===== src/smrf_regs.svh =====
// offsets, field positions, reset values and timing counts of the mode-register file
`ifndef SMRF_REGS_SVH
`define SMRF_REGS_SVH

// ------------------------------------------------------------
// register addresses
// ------------------------------------------------------------
`define SMRF_ADDR_DEVICE_INFO_FLAGS 6'h00
`define SMRF_ADDR_BURST_PREAMBLE_CONFIG 6'h01
`define SMRF_ADDR_LATENCY_CONFIG 6'h02
`define SMRF_ADDR_IO_CONFIG 6'h03
`define SMRF_ADDR_REFRESH_TRAINING_CTRL 6'h04
`define SMRF_ADDR_MAKER_CODE 6'h05
`define SMRF_ADDR_REVISION_ONE 6'h06
`define SMRF_ADDR_REVISION_TWO 6'h07
`define SMRF_ADDR_GEOMETRY_INFO 6'h08
`define SMRF_ADDR_VENDOR_TEST 6'h09
`define SMRF_ADDR_IMPEDANCE_CAL_CTRL 6'h0a
`define SMRF_ADDR_TERMINATION_CTRL 6'h0b
`define SMRF_ADDR_CA_REFERENCE_LEVEL 6'h0c
`define SMRF_ADDR_SET_POINT_CONTROL 6'h0d
`define SMRF_ADDR_DQ_REFERENCE_LEVEL 6'h0e
`define SMRF_ADDR_LOW_BYTE_INVERT_MASK 6'h0f
`define SMRF_ADDR_BANK_RETENTION_MASK 6'h10
`define SMRF_ADDR_SEGMENT_RETENTION_MASK 6'h11
`define SMRF_ADDR_OSC_COUNT_LOW 6'h12
`define SMRF_ADDR_OSC_COUNT_HIGH 6'h13
`define SMRF_ADDR_HIGH_BYTE_INVERT_MASK 6'h14
`define SMRF_ADDR_VENDOR_RESERVED 6'h15
`define SMRF_ADDR_TERMINATION_FEATURE_TWO 6'h16
`define SMRF_ADDR_OSC_RUN_TIME 6'h17
`define SMRF_ADDR_LAST 6'h17

// ------------------------------------------------------------
// field positions and writable masks
// ------------------------------------------------------------
`define SMRF_LATENCY_WRLEV_BIT 7
`define SMRF_TERM_CMD_LSB 4
`define SMRF_TERM_DATA_LSB 0
`define SMRF_TERM_MASK 8'h77
`define SMRF_REF_LEVEL_MASK 8'h7f
`define SMRF_INFO_MASK 8'h1f
`define SMRF_IMP_CAL_MASK 8'h01

// ------------------------------------------------------------
// reset values and undefined read pattern
// ------------------------------------------------------------
`define SMRF_RESET_VALUE 8'h00
`define SMRF_REF_LEVEL_RESET 8'h4d
`define SMRF_UNDEF_READ 8'h00

// ------------------------------------------------------------
// timing: read answer latency
// ------------------------------------------------------------
`define SMRF_READ_LATENCY 2'h2

`endif


===== src/smrf_pkg.sv =====
// types of the mode-register file
package smrf_pkg;

  typedef enum logic [1:0] {
    SMRF_CLS_NONE = 2'h0,
    SMRF_CLS_RO = 2'h1,
    SMRF_CLS_WO = 2'h2,
    SMRF_CLS_RW = 2'h3
  } smrf_class_type;

  typedef struct packed {
    logic rd;
    logic wr;
    logic [5:0] addr;
    logic [7:0] data;
  } smrf_cmd_type;

  typedef struct packed {
    logic valid;
    logic [7:0] data;
  } smrf_rsp_type;

  typedef struct packed {
    logic [7:0] burst_preamble;
    logic [7:0] latency;
    logic [7:0] io;
    logic [7:0] refresh;
    logic [3:0] cmd_termination;
    logic [3:0] data_termination;
    logic [7:0] set_point;
    logic [7:0] low_byte_invert;
    logic [7:0] high_byte_invert;
    logic write_leveling;
  } smrf_cfg_type;

  typedef enum logic [1:0] {
    SMRF_ST_IDLE = 2'b00,
    SMRF_ST_READ = 2'b01,
    SMRF_ST_ANSWER = 2'b11
  } smrf_state_type;

endpackage


===== src/smrf_store.sv =====
// small register store with registered read data
`timescale 1ns/1ps
module smrf_store
  import smrf_pkg::*;
(
  input wire logic clk,
  input wire logic srst,
  input wire logic wr_en,
  input wire logic [5:0] wr_addr,
  input wire logic [7:0] wr_data,
  input wire logic [5:0] rd_addr,
  output logic [7:0] rd_data
);
  `include "smrf_regs.svh"

  logic [7:0] mem_reg [0:23];

  // ------------------------------------------------------------
  // storage per entry
  // ------------------------------------------------------------
  genvar gi;
  generate
    for (gi = 0; gi < 24; gi = gi + 1) begin : g_entry
      always_ff @(posedge clk) begin
        if (srst) begin
          mem_reg[gi] <= `SMRF_RESET_VALUE;
        end else if (wr_en && wr_addr == 6'(gi)) begin
          mem_reg[gi] <= wr_data;
        end
      end
    end
  endgenerate

  // ------------------------------------------------------------
  // registered read
  // ------------------------------------------------------------
  always_ff @(posedge clk) begin
    if (srst) begin
      rd_data <= `SMRF_RESET_VALUE;
    end else if (rd_addr <= `SMRF_ADDR_LAST) begin
      rd_data <= mem_reg[rd_addr[4:0]];
    end else begin
      rd_data <= `SMRF_UNDEF_READ;
    end
  end
endmodule


===== src/smrf_outz.sv =====
// output-enable gate that releases data pins while clock enable is low
`timescale 1ns/1ps
module smrf_outz
  import smrf_pkg::*;
(
  input wire logic clk,
  input wire logic srst,
  input wire logic cke_sync,
  input wire logic drive_req,
  input wire logic [7:0] drive_data,
  output logic [7:0] dq_out,
  output logic dq_oe
);
  `include "smrf_regs.svh"

  // ------------------------------------------------------------
  // drive only while clock enable is high
  // ------------------------------------------------------------
  always_ff @(posedge clk) begin
    if (srst) begin
      dq_oe <= 1'b0;
      dq_out <= `SMRF_RESET_VALUE;
    end else begin
      dq_oe <= drive_req && cke_sync;
      dq_out <= drive_data;
    end
  end
endmodule


===== src/smrf_top.sv =====
// mode-register file of a low-power sdram channel with read and write service
// Behaviour
// - data outputs stay released while clock enable is low; the synchroniser lets them drive up to two cycles after it falls.
// - each register is read-only, write-only or read/write by class.
// - read command returns the addressed register; write command updates it.
// - address 00h reports device capability and resistor self-test result, read-only.
// - address 01h write-only burst, preamble, recovery and postamble settings.
// - address 03h write-only inversion, drive, repair, postamble, calibration.
// - address 04h read/write flag, offset, repair, abort and refresh rate.
// - address 08h read-only io width, density and type.
// - address 0Bh write-only command and data termination, rest reserved.
// - address 14h write-only high byte calibration inversion mask.
// - bit 7 of latency config enters write leveling; zero leaves it.
// - reserved bits written zero by controller, read back as zero.
// - reading write-only or reserved register returns undefined data.
// - writes to read-only registers change nothing.
`timescale 1ns/1ps
module smrf_top
  import smrf_pkg::*;
(
  input wire logic clk,
  input wire logic srst,
  input wire logic cke,
  input wire smrf_cmd_type cmd,
  input wire logic [4:0] info_flags,
  input wire logic [7:0] geometry,
  input wire logic [7:0] osc_count_lo,
  input wire logic [7:0] osc_count_hi,
  input wire logic [7:0] refresh_status,
  output smrf_rsp_type rsp,
  output smrf_cfg_type cfg,
  output logic [7:0] dq_out,
  output logic dq_oe
);
  `include "smrf_regs.svh"

  parameter logic [7:0] MAKER_VALUE = 8'h5a; // arbitrary value
  parameter logic [7:0] REVISION_ONE_VALUE = 8'h01; // arbitrary value
  parameter logic [7:0] REVISION_TWO_VALUE = 8'h02; // arbitrary value

  // ------------------------------------------------------------
  // clock enable synchroniser
  // ------------------------------------------------------------
  logic cke_meta_reg;
  logic cke_sync_reg;
  always_ff @(posedge clk) begin
    if (srst) begin
      cke_meta_reg <= 1'b0;
      cke_sync_reg <= 1'b0;
    end else begin
      cke_meta_reg <= cke;
      cke_sync_reg <= cke_meta_reg;
    end
  end

  // ------------------------------------------------------------
  // access class decode
  // ------------------------------------------------------------
  function automatic smrf_class_type class_of(input logic [5:0] a);
    smrf_class_type c;
    c = SMRF_CLS_NONE;
    unique case (a)
      `SMRF_ADDR_DEVICE_INFO_FLAGS,
      `SMRF_ADDR_MAKER_CODE,
      `SMRF_ADDR_REVISION_ONE,
      `SMRF_ADDR_REVISION_TWO,
      `SMRF_ADDR_GEOMETRY_INFO,
      `SMRF_ADDR_OSC_COUNT_LOW,
      `SMRF_ADDR_OSC_COUNT_HIGH: c = SMRF_CLS_RO;
      `SMRF_ADDR_REFRESH_TRAINING_CTRL,
      `SMRF_ADDR_CA_REFERENCE_LEVEL,
      `SMRF_ADDR_DQ_REFERENCE_LEVEL: c = SMRF_CLS_RW;
      default: c = (a <= `SMRF_ADDR_LAST) ? SMRF_CLS_WO : SMRF_CLS_NONE;
    endcase
    return c;
  endfunction

  // reserved bits forced to zero on write
  function automatic logic [7:0] wmask_of(input logic [5:0] a);
    logic [7:0] m;
    m = 8'hff;
    unique case (a)
      `SMRF_ADDR_TERMINATION_CTRL: m = `SMRF_TERM_MASK;
      `SMRF_ADDR_CA_REFERENCE_LEVEL,
      `SMRF_ADDR_DQ_REFERENCE_LEVEL: m = `SMRF_REF_LEVEL_MASK;
      `SMRF_ADDR_IMPEDANCE_CAL_CTRL: m = `SMRF_IMP_CAL_MASK;
      `SMRF_ADDR_VENDOR_RESERVED: m = 8'h00;
      default: m = 8'hff;
    endcase
    return m;
  endfunction

  smrf_class_type cls;
  logic wr_ok;
  logic rd_ok;
  logic [7:0] wr_value;
  always_comb begin
    cls = class_of(cmd.addr);
    wr_ok = cmd.wr && (cls == SMRF_CLS_WO || cls == SMRF_CLS_RW);
    rd_ok = cls == SMRF_CLS_RO || cls == SMRF_CLS_RW;
    wr_value = cmd.data & wmask_of(cmd.addr);
  end

  // ------------------------------------------------------------
  // register store
  // ------------------------------------------------------------
  logic [7:0] store_rd;
  smrf_store u_store (
    .clk(clk),
    .srst(srst),
    .wr_en(wr_ok),
    .wr_addr(cmd.addr),
    .wr_data(wr_value),
    .rd_addr(cmd.addr),
    .rd_data(store_rd)
  );

  // ------------------------------------------------------------
  // configuration outputs
  // ------------------------------------------------------------
  always_ff @(posedge clk) begin
    if (srst) begin
      cfg <= '0;
    end else if (wr_ok) begin
      unique case (cmd.addr)
        `SMRF_ADDR_BURST_PREAMBLE_CONFIG: cfg.burst_preamble <= wr_value;
        `SMRF_ADDR_LATENCY_CONFIG: begin
          cfg.latency <= wr_value;
          cfg.write_leveling <= wr_value[`SMRF_LATENCY_WRLEV_BIT];
        end
        `SMRF_ADDR_IO_CONFIG: cfg.io <= wr_value;
        `SMRF_ADDR_REFRESH_TRAINING_CTRL: cfg.refresh <= wr_value;
        `SMRF_ADDR_TERMINATION_CTRL: begin
          cfg.cmd_termination <= wr_value[`SMRF_TERM_CMD_LSB +: 4];
          cfg.data_termination <= wr_value[`SMRF_TERM_DATA_LSB +: 4];
        end
        `SMRF_ADDR_SET_POINT_CONTROL: cfg.set_point <= wr_value;
        `SMRF_ADDR_LOW_BYTE_INVERT_MASK: cfg.low_byte_invert <= wr_value;
        `SMRF_ADDR_HIGH_BYTE_INVERT_MASK: cfg.high_byte_invert <= wr_value;
        default: cfg <= cfg;
      endcase
    end
  end

  // ------------------------------------------------------------
  // read sequencer
  // ------------------------------------------------------------
  smrf_state_type state_reg;
  logic [5:0] raddr_reg;
  logic rd_ok_reg;
  always_ff @(posedge clk) begin
    if (srst) begin
      state_reg <= SMRF_ST_IDLE;
      raddr_reg <= 6'h00;
      rd_ok_reg <= 1'b0;
    end else begin
      unique case (state_reg)
        SMRF_ST_IDLE: begin
          if (cmd.rd && !cmd.wr) begin
            state_reg <= SMRF_ST_READ;
            raddr_reg <= cmd.addr;
            rd_ok_reg <= rd_ok;
          end
        end
        SMRF_ST_READ: state_reg <= SMRF_ST_ANSWER;
        SMRF_ST_ANSWER: state_reg <= SMRF_ST_IDLE;
        default: state_reg <= SMRF_ST_IDLE;
      endcase
    end
  end

  // ------------------------------------------------------------
  // read value selection
  // ------------------------------------------------------------
  logic [7:0] read_value;
  always_comb begin
    unique case (raddr_reg)
      `SMRF_ADDR_DEVICE_INFO_FLAGS: read_value = {3'h0, info_flags} & `SMRF_INFO_MASK;
      `SMRF_ADDR_MAKER_CODE: read_value = MAKER_VALUE;
      `SMRF_ADDR_REVISION_ONE: read_value = REVISION_ONE_VALUE;
      `SMRF_ADDR_REVISION_TWO: read_value = REVISION_TWO_VALUE;
      `SMRF_ADDR_GEOMETRY_INFO: read_value = geometry;
      `SMRF_ADDR_OSC_COUNT_LOW: read_value = osc_count_lo;
      `SMRF_ADDR_OSC_COUNT_HIGH: read_value = osc_count_hi;
      `SMRF_ADDR_REFRESH_TRAINING_CTRL: read_value = (store_rd & 8'h78) | (refresh_status & 8'h87);
      default: read_value = store_rd;
    endcase
    if (!rd_ok_reg) begin
      read_value = `SMRF_UNDEF_READ;
    end
  end

  // ------------------------------------------------------------
  // answer and pin drive
  // ------------------------------------------------------------
  always_ff @(posedge clk) begin
    if (srst) begin
      rsp <= '0;
    end else begin
      rsp.valid <= state_reg == SMRF_ST_READ;
      rsp.data <= (state_reg == SMRF_ST_READ) ? read_value : 8'h00;
    end
  end

  smrf_outz u_outz (
    .clk(clk),
    .srst(srst),
    .cke_sync(cke_sync_reg),
    .drive_req(state_reg == SMRF_ST_READ),
    .drive_data(read_value),
    .dq_out(dq_out),
    .dq_oe(dq_oe)
  );

  // ------------------------------------------------------------
  // checks
  // ------------------------------------------------------------
  AST_OE_CKE: assert property (@(posedge clk) disable iff (srst)
    !cke_sync_reg |=> !dq_oe) else $error("data pins driven while clock enable low");

  AST_READ_ANSWER: assert property (@(posedge clk) disable iff (srst)
    (state_reg == SMRF_ST_IDLE && cmd.rd && !cmd.wr) |-> ##2 rsp.valid)
    else $error("read not answered in two cycles");

  AST_RO_PROTECT: assert property (@(posedge clk) disable iff (srst)
    (cmd.wr && class_of(cmd.addr) == SMRF_CLS_RO) |-> !wr_ok ##1 cfg == $past(cfg))
    else $error("write accepted on read-only register");

  AST_WRLEV: assert property (@(posedge clk) disable iff (srst)
    (wr_ok && cmd.addr == `SMRF_ADDR_LATENCY_CONFIG) |=> cfg.write_leveling == $past(cmd.data[7]))
    else $error("write leveling not following latency bit 7");

  AST_TERM_SPLIT: assert property (@(posedge clk) disable iff (srst)
    (wr_ok && cmd.addr == `SMRF_ADDR_TERMINATION_CTRL) |=>
      cfg.cmd_termination == {1'b0, $past(cmd.data[6:4])} &&
      cfg.data_termination == {1'b0, $past(cmd.data[2:0])})
    else $error("termination fields wrong");

  AST_WO_UNDEF: assert property (@(posedge clk) disable iff (srst)
    (state_reg == SMRF_ST_IDLE && cmd.rd && !cmd.wr && class_of(cmd.addr) == SMRF_CLS_WO)
      |-> ##2 rsp.data == `SMRF_UNDEF_READ)
    else $error("write-only read returned data");

  AST_INFO_RSVD: assert property (@(posedge clk) disable iff (srst)
    (state_reg == SMRF_ST_IDLE && cmd.rd && !cmd.wr && cmd.addr == `SMRF_ADDR_DEVICE_INFO_FLAGS)
      |-> ##2 rsp.data[7:5] == 3'h0)
    else $error("reserved info bits not zero");

  AST_LOW_MASK: assert property (@(posedge clk) disable iff (srst)
    (wr_ok && cmd.addr == `SMRF_ADDR_LOW_BYTE_INVERT_MASK) |=>
      cfg.low_byte_invert == $past(cmd.data))
    else $error("low byte mask not stored");

  AST_HIGH_MASK: assert property (@(posedge clk) disable iff (srst)
    (wr_ok && cmd.addr == `SMRF_ADDR_HIGH_BYTE_INVERT_MASK) |=>
      cfg.high_byte_invert == $past(cmd.data))
    else $error("high byte mask not stored");

  AST_VALID_PULSE: assert property (@(posedge clk) disable iff (srst)
    rsp.valid |=> !rsp.valid) else $error("answer longer than one cycle");

  AST_BURST_CFG: assert property (@(posedge clk) disable iff (srst)
    (wr_ok && cmd.addr == `SMRF_ADDR_BURST_PREAMBLE_CONFIG) |=>
      cfg.burst_preamble == $past(cmd.data))
    else $error("burst settings not stored");

  AST_LATENCY_CFG: assert property (@(posedge clk) disable iff (srst)
    (wr_ok && cmd.addr == `SMRF_ADDR_LATENCY_CONFIG) |=>
      cfg.latency == $past(cmd.data))
    else $error("latency settings not stored");

  AST_IO_CFG: assert property (@(posedge clk) disable iff (srst)
    (wr_ok && cmd.addr == `SMRF_ADDR_IO_CONFIG) |=>
      cfg.io == $past(cmd.data))
    else $error("io settings not stored");

  AST_REFRESH_CFG: assert property (@(posedge clk) disable iff (srst)
    (wr_ok && cmd.addr == `SMRF_ADDR_REFRESH_TRAINING_CTRL) |=>
      cfg.refresh == $past(cmd.data))
    else $error("refresh settings not stored");

  AST_SET_POINT: assert property (@(posedge clk) disable iff (srst)
    (wr_ok && cmd.addr == `SMRF_ADDR_SET_POINT_CONTROL) |=>
      cfg.set_point == $past(cmd.data))
    else $error("set-point settings not stored");

  AST_UNMAPPED_WR: assert property (@(posedge clk) disable iff (srst)
    (cmd.wr && cmd.addr > `SMRF_ADDR_LAST) |=>
      cfg == $past(cfg))
    else $error("write outside register space changed settings");

  AST_REF_RSVD: assert property (@(posedge clk) disable iff (srst)
    (state_reg == SMRF_ST_IDLE && cmd.rd && !cmd.wr && cmd.addr == `SMRF_ADDR_CA_REFERENCE_LEVEL)
      |-> ##2 rsp.data[7] == 1'b0)
    else $error("reserved reference bit not zero");

  AST_INFO_VALUE: assert property (@(posedge clk) disable iff (srst)
    (state_reg == SMRF_ST_IDLE && cmd.rd && !cmd.wr && cmd.addr == `SMRF_ADDR_DEVICE_INFO_FLAGS)
      |-> ##2 rsp.data[4:0] == $past(info_flags))
    else $error("device info not reported");

  AST_GEOMETRY: assert property (@(posedge clk) disable iff (srst)
    (state_reg == SMRF_ST_IDLE && cmd.rd && !cmd.wr && cmd.addr == `SMRF_ADDR_GEOMETRY_INFO)
      |-> ##2 rsp.data == $past(geometry))
    else $error("geometry not reported");

  AST_OSC_VALUE: assert property (@(posedge clk) disable iff (srst)
    (state_reg == SMRF_ST_IDLE && cmd.rd && !cmd.wr && cmd.addr == `SMRF_ADDR_OSC_COUNT_LOW)
      |-> ##2 rsp.data == $past(osc_count_lo))
    else $error("oscillator count not reported");

  AST_DQ_MATCH: assert property (@(posedge clk) disable iff (srst)
    dq_oe |->
      dq_out == rsp.data)
    else $error("pin data differs from answer");

  AST_OE_ANSWER: assert property (@(posedge clk) disable iff (srst)
    dq_oe |->
      rsp.valid)
    else $error("data pins driven outside answer");

  AST_WR_NO_ANSWER: assert property (@(posedge clk) disable iff (srst)
    (state_reg == SMRF_ST_IDLE && cmd.rd && cmd.wr) |->
      ##2 !rsp.valid)
    else $error("combined request answered as read");

  AST_CFG_HOLD: assert property (@(posedge clk) disable iff (srst)
    !cmd.wr |=>
      cfg == $past(cfg))
    else $error("settings changed without write");

  AST_RSP_IDLE_ZERO: assert property (@(posedge clk) disable iff (srst)
    !rsp.valid |->
      rsp.data == 8'h00)
    else $error("answer data outside answer cycle");

  AST_BUSY_IGNORE: assert property (@(posedge clk) disable iff (srst)
    state_reg != SMRF_ST_IDLE |=>
      state_reg != SMRF_ST_READ)
    else $error("read taken while busy");
endmodule


===== config.mk =====
export PLATFORM = sky130hd
export DESIGN_NAME = smrf_top
export DESIGN_NICKNAME = d
export VERILOG_FILES = /design/src/smrf_pkg.sv /design/src/smrf_store.sv /design/src/smrf_outz.sv /design/src/smrf_top.sv
export VERILOG_INCLUDE_DIRS = /design/src
export SDC_FILE = /design/constraint.sdc
export NUM_CORES = 1
export LEC_CHECK = 0
export BUFFER_PORTS_ARGS = -buffer_cell sky130_fd_sc_hd__clkbuf_2
export CORE_MARGIN = 2
export CORE_UTILIZATION = 30
export DETAILED_ROUTE_END_ITERATION = 6
export GPL_TIMING_DRIVEN = 0
export HOLD_SLACK_MARGIN = 0.05
export PLACE_DENSITY_LB_ADDON = 0.2
export SLEW_MARGIN = 20
export SYNTH_ARGS = -nofsm -noshare
export SYNTH_HDL_FRONTEND = slang
export SYNTH_SLANG_ARGS = --single-unit

===== constraint.sdc =====
create_clock -name clk -period 2.03 [get_ports clk]
set_input_delay 0.203 -clock clk [delete_from_list [all_inputs] [get_ports clk]]
set_output_delay 0.203 -clock clk [all_outputs]
set_load 0.05 [all_outputs]

* Word level (Yosys, flattened, before mapping)
Memory sizes are Yosys's and may differ from the RTL's. A register that Yosys moved wholly into a read port is not among the register bits.
Index checks and enable logic that the tools add are counted.
** Word-level totals
- Memory bits (writable) :: 192
- Bits in registers :: 94
- Memories :: 1
- Output and inout port bits :: 83
** Cells by class
- Reductions and logical operators :: 47
- Order comparisons :: 1
- Eq/ne operators :: 35
- Bitwise gates (word level) :: 28
- Muxes and demuxes :: 105
** Memories
- u_store.mem_reg :: depth 24, width 8, rd ports 1, clocked after Yosys merged registers in 1, wr ports 24, line smrf_store.sv:16 : logic [7:0] mem_reg [0:23];
** Operators by type and width (number)
- $mux W8 :: 25
- $mux W1 :: 74
- $pmux W8 S8 :: 1
- $eq A6 B5 Y1 const B :: 10
- $eq A6 B4 Y1 const B :: 9
- $eq A6 B3 Y1 const B :: 8
- $pmux W8 S4 :: 1
- $logic_and A1 B1 Y1 :: 27
- $or A1 B1 Y1 :: 24
- $reduce_and A2 Y1 :: 9
- $eq A6 B2 Y1 const B :: 2
- $logic_not A6 Y1 :: 2
- $and A8 B8 Y8 :: 1
- $or A7 B8 Y8 :: 1
- $pmux W2 S2 :: 2
- $reduce_or A7 Y1 :: 1
- $eq A6 B1 Y1 const B :: 1
- $le A6 B5 Y1 const B :: 1
- $reduce_or A2 Y1 :: 3
- $eq A2 B1 Y1 const B :: 2
- $eq A2 B2 Y1 const B :: 2
- $mux W2 :: 2
- $reduce_or A3 Y1 :: 1
- $logic_not A2 Y1 :: 1
- 4 further kinds :: 6

* Longest topological paths before layout
- Word-level depth :: 11
- Gate-level depth with buffers :: 7
- Gate-level depth less buffers :: 5

* Hierarchy
Synthesis repeated with hierarchy kept, for this count alone.
** Second synthesis, totals
- Cells, all modules :: 1059
- Area total of the unflattened synthesis :: 13173.9 sq um
** Modules (own cells, without submodules)
- smrf_store :: area an instance 9300.2 sq um, cells each 657, instances 1, sequential area each 5925.7 sq um
- smrf_top :: area an instance 3613.5 sq um, cells each 384, instances 1, sequential area each 1681.6 sq um
- smrf_outz :: area an instance 260.2 sq um, cells each 18, instances 1, sequential area each 180.2 sq um

* Worst setup path before layout
Ideal clock, no wire load.
- Path type :: input -> register
- Start :: input port srst
- End :: memory u_store.mem_reg[1][0] (enable)
- Data arrival time :: 1.450 ns
- Library setup time :: 0.305 ns
- Stages on the path :: 5
- Required time :: 1.725 ns
- Path slack :: 0.275 ns
- Buffers on the path :: 3
- Cells stage by stage :: buf_2 -> clkbuf_1 -> buf_1 -> a31oi_1 -> inv_1
** RTL lines
- start, declared :: line smrf_top.sv:22 : input wire logic srst,
- end, declared :: line smrf_store.sv:16

* Worst setup path after layout
- Start :: input port cmd[11] (netlist name)
- End :: register u_store.rd_data[0] (read register of u_store.mem_reg)
** Between the ends
- Word-level cells in the longest chain between the ends :: 3
** RTL lines
- start, declared :: line smrf_top.sv:24 : input wire smrf_cmd_type cmd,
- $le A6 B5 Y1 (no line)
- $not A1 Y1 (no line)
- $reduce_or A2 Y1 (no line)
- end, declared :: line smrf_store.sv:12 : output logic [7:0] rd_data
Several ways; a longest one is shown, not always the timed one.
A chain may end at the register's enable or synchronous reset.

==> metrics <==
result of the run=finished, final reports clean; met2 Track Usage GR=27.3%; clock latency on the worst-skew pair=around 550 ps; count of pins over their slew limit=0; Primary FF master, synth=sky130_fd_sc_hd__edfxtp_1; floorplan die width=202 um; cell leakage power=approximately 5.7 nW; total number of placement rows=72; maximum buffer depth of the clock tree=3; Period minus WS final=1980 ps; Setup WS pre-CTS=-1060 ps; area of the core region=38600 um^2; die outline area=about 41000 um^2; violation count after the first detailed-route iteration=612; maximum achievable frequency=505 MHz; HPWL Detailed=24500 um; GR Util All Layers=17.2%; clock tree from TritonCTS=yes; antenna diode count=0; number of levels in the clock H-tree=2; antenna violations before repair=0; Buffers on Ports=about 130; Peak supply drop=0.604 mV; Mapped Area=11800 um^2; final wirelength=34800 um; total DRC errors in the routed layout=0; power consumption=13.8 mW; commonest non-fill, non-tap cell in the layout=sky130_fd_sc_hd__edfxtp_1; Worst Path Required=2370 ps; synthesized netlist cell count=905; distinct cell type count of the synthesized netlist=59; FF-to-FF path depth=6; Hold Path Depth=3; master cell of the clock root buffer=sky130_fd_sc_hd__clkbuf_16; share of flip-flops with an asynchronous set or reset=0%; Via-to-Cell Ratio=4.69; Design Area, Final=14600 um^2; global route hottest layer=met2; CTS sink cnt=293; fraction of the yosys area taken by sequential cells=66.2%; Detailed Routing Iterations Pass 1=4; CTS clock-pin slew for the worst setup and hold paths=60 ps; Worst setup EP type=register; Max Cap Viol=0; summed negative setup slack over all endpoints=0 ps; routed length per instance=20.5 um; final setup slack of the worst path=50.3 ps; first-pass GRT wire length=52100 um; placed inst area=roughly 13000 um^2; total I/O pin count=approximately 140; number of flip-flops and latches in the synthesized netlist=just under 300; post-detailed-route count of antenna-violating nets=0; GR Layer Usage met3=3.47%; total of endpoints with negative setup slack in the final report=0; final weighted congestion in routability-driven placement=0.838; Tightest Pin Transition=1020 ps; post-layout utilization of the core=37.8%; reg-to-reg slack, setup=170 ps; number of enable flip-flop cells after synthesis=roughly 190; power density of the placed cells=946 nW/um^2; largest net degree at the start of global routing=20; count of buffers added by post-CTS timing repair for setup=0; top library cells by usage in the layout, fill and taps aside=sky130_fd_sc_hd__edfxtp_1 (192), sky130_fd_sc_hd__nor2_1 (149), sky130_fd_sc_hd__clkbuf_2 (134); worst min-delay path category=primary input to register; number of warnings issued by yosys=0; clock tree skew after final layout=30.4 ps; Num CTS Buffers=35; mean area per synthesized cell=13.0 um^2; number of filler cells placed in the layout=3779; Worst slew margin=31.7%; Crit path arrival time=2320 ps; share of layout cells above drive strength 1=25.2%; CP Launch Type=primary input; max reg flops=192; Max FO, Critical Path=10; Final Hold Vio Count=0; vias in the first global route=between 8000 and 9000; Final period util=97.5%; Die Height=202 um; number of vias in the routed layout=~8000; GRT met1 Usage=approximately a quarter; total global routing overflow=0; nets@finish=1212; Starting Density=30.5%; Area Growth Syn to Fin=24.0%; critical path class=primary input to register; setup repair after global routing missed its margin=no
-- kinds of logic (layout without fill, tap and decap cells) --
family	Yosys count	after routing	synth area share (%)
and+or+nand+nor	328	328	12.6
DFF	293	293	66.2
AOI/OAI and AO/OA	129	129	7.44
buffers and inverters	82	285	3.21
muxes	72	72	10.5
other	1	75	0.0319
-- path summary, 6_finish.rpt --
path	from	endpoint
setup / recovery	cmd[11]	u_store.rd_data[0]
hold / removal	cmd[1]	cfg[2]
setup reg to reg	raddr_reg[3]	u_outz.dq_out[1]
hold reg to reg	cke_sync_reg	u_outz.dq_oe
-- metal layers --
metal / vias to the layer above / routed length [um]
met5: - / 0
met4: 0 / 1100
met3: 63 / 1970
met2: 262 / 16100
met1: 3923 / 15600
li1: 3728 / -
-- critical path: stages --
cell and delay (ps):
sky130_fd_sc_hd__clkbuf_2 150, sky130_fd_sc_hd__buf_2 300, sky130_fd_sc_hd__buf_2 340, sky130_fd_sc_hd__clkbuf_4 330, sky130_fd_sc_hd__mux4_2 340, sky130_fd_sc_hd__a22oi_1 390, sky130_fd_sc_hd__o211ai_1 240
-- through the flow --
step,hold WS [ps],std cells
after global routing,89.9,1700
after floorplan,331,979
final,79.2,1700
after detailed placement,417,1630
after global placement,416,1630
after CTS,67.3,1700
-- Yosys cell counts (3+ instances only) --
master                        n  share of area (%)
sky130_fd_sc_hd__a21oi_1     12               0.51
sky130_fd_sc_hd__dfxtp_1    101                 17
sky130_fd_sc_hd__nand2b_1    10               0.53
sky130_fd_sc_hd__buf_4        4               0.26
sky130_fd_sc_hd__buf_1        5               0.16
sky130_fd_sc_hd__nand3_1     18               0.77
sky130_fd_sc_hd__mux2i_1     28                2.4
sky130_fd_sc_hd__nor3_1      18               0.77
sky130_fd_sc_hd__inv_1       15               0.48
sky130_fd_sc_hd__o21ai_0     51                2.2
sky130_fd_sc_hd__a221oi_2     3               0.38
sky130_fd_sc_hd__nand2_1     88                2.8
sky130_fd_sc_hd__nor2b_1     10               0.53
sky130_fd_sc_hd__a22oi_1      8               0.51
sky130_fd_sc_hd__a32oi_1      4               0.30
sky130_fd_sc_hd__clkbuf_1    19               0.61
sky130_fd_sc_hd__edfxtp_1   192                 49
sky130_fd_sc_hd__mux4_2      41                7.8
sky130_fd_sc_hd__a21o_1      23                1.5
sky130_fd_sc_hd__nor2_1     149                4.8
sky130_fd_sc_hd__mux2_2       3               0.29
sky130_fd_sc_hd__o211ai_1     7               0.45
sky130_fd_sc_hd__o2111ai_1    3               0.22
sky130_fd_sc_hd__buf_2       37                1.6
sky130_fd_sc_hd__nand4_1      6               0.32
sky130_fd_sc_hd__and2_1       5               0.27
-- area by class of cell --
type                            instances  area, um^2  area share, %
Inverter                               15        56.3          0.386
Buffer                                 66         322           2.20
Clock inverter                         11        93.8          0.643
Tap cell                              518         648           4.44
Multi-Input combinational cell        604        3920           26.9
Sequential cell                       293        7790           53.4
Clock buffer                           52        1020           7.00
Timing Repair Buffer                  141         746           5.11
-- power by group --
group          internal (mW)  switching, mW  leakage [nW]  total (mW)
clock network           3.52           2.54         0.539        6.06
registers               6.63         0.0833          2.66        6.72
logic                  0.367          0.659          2.53        1.03
total                   10.5           3.28          5.73        13.8
-- what timing repair did --
action | CTS | global route
endpoints found under the hold margin | 9 | 0
endpoints found under the setup margin | 101 | 24
resized for setup | 6 | 5
hold buffers | 8 | 0
Power figures use the tool's default switching activity.
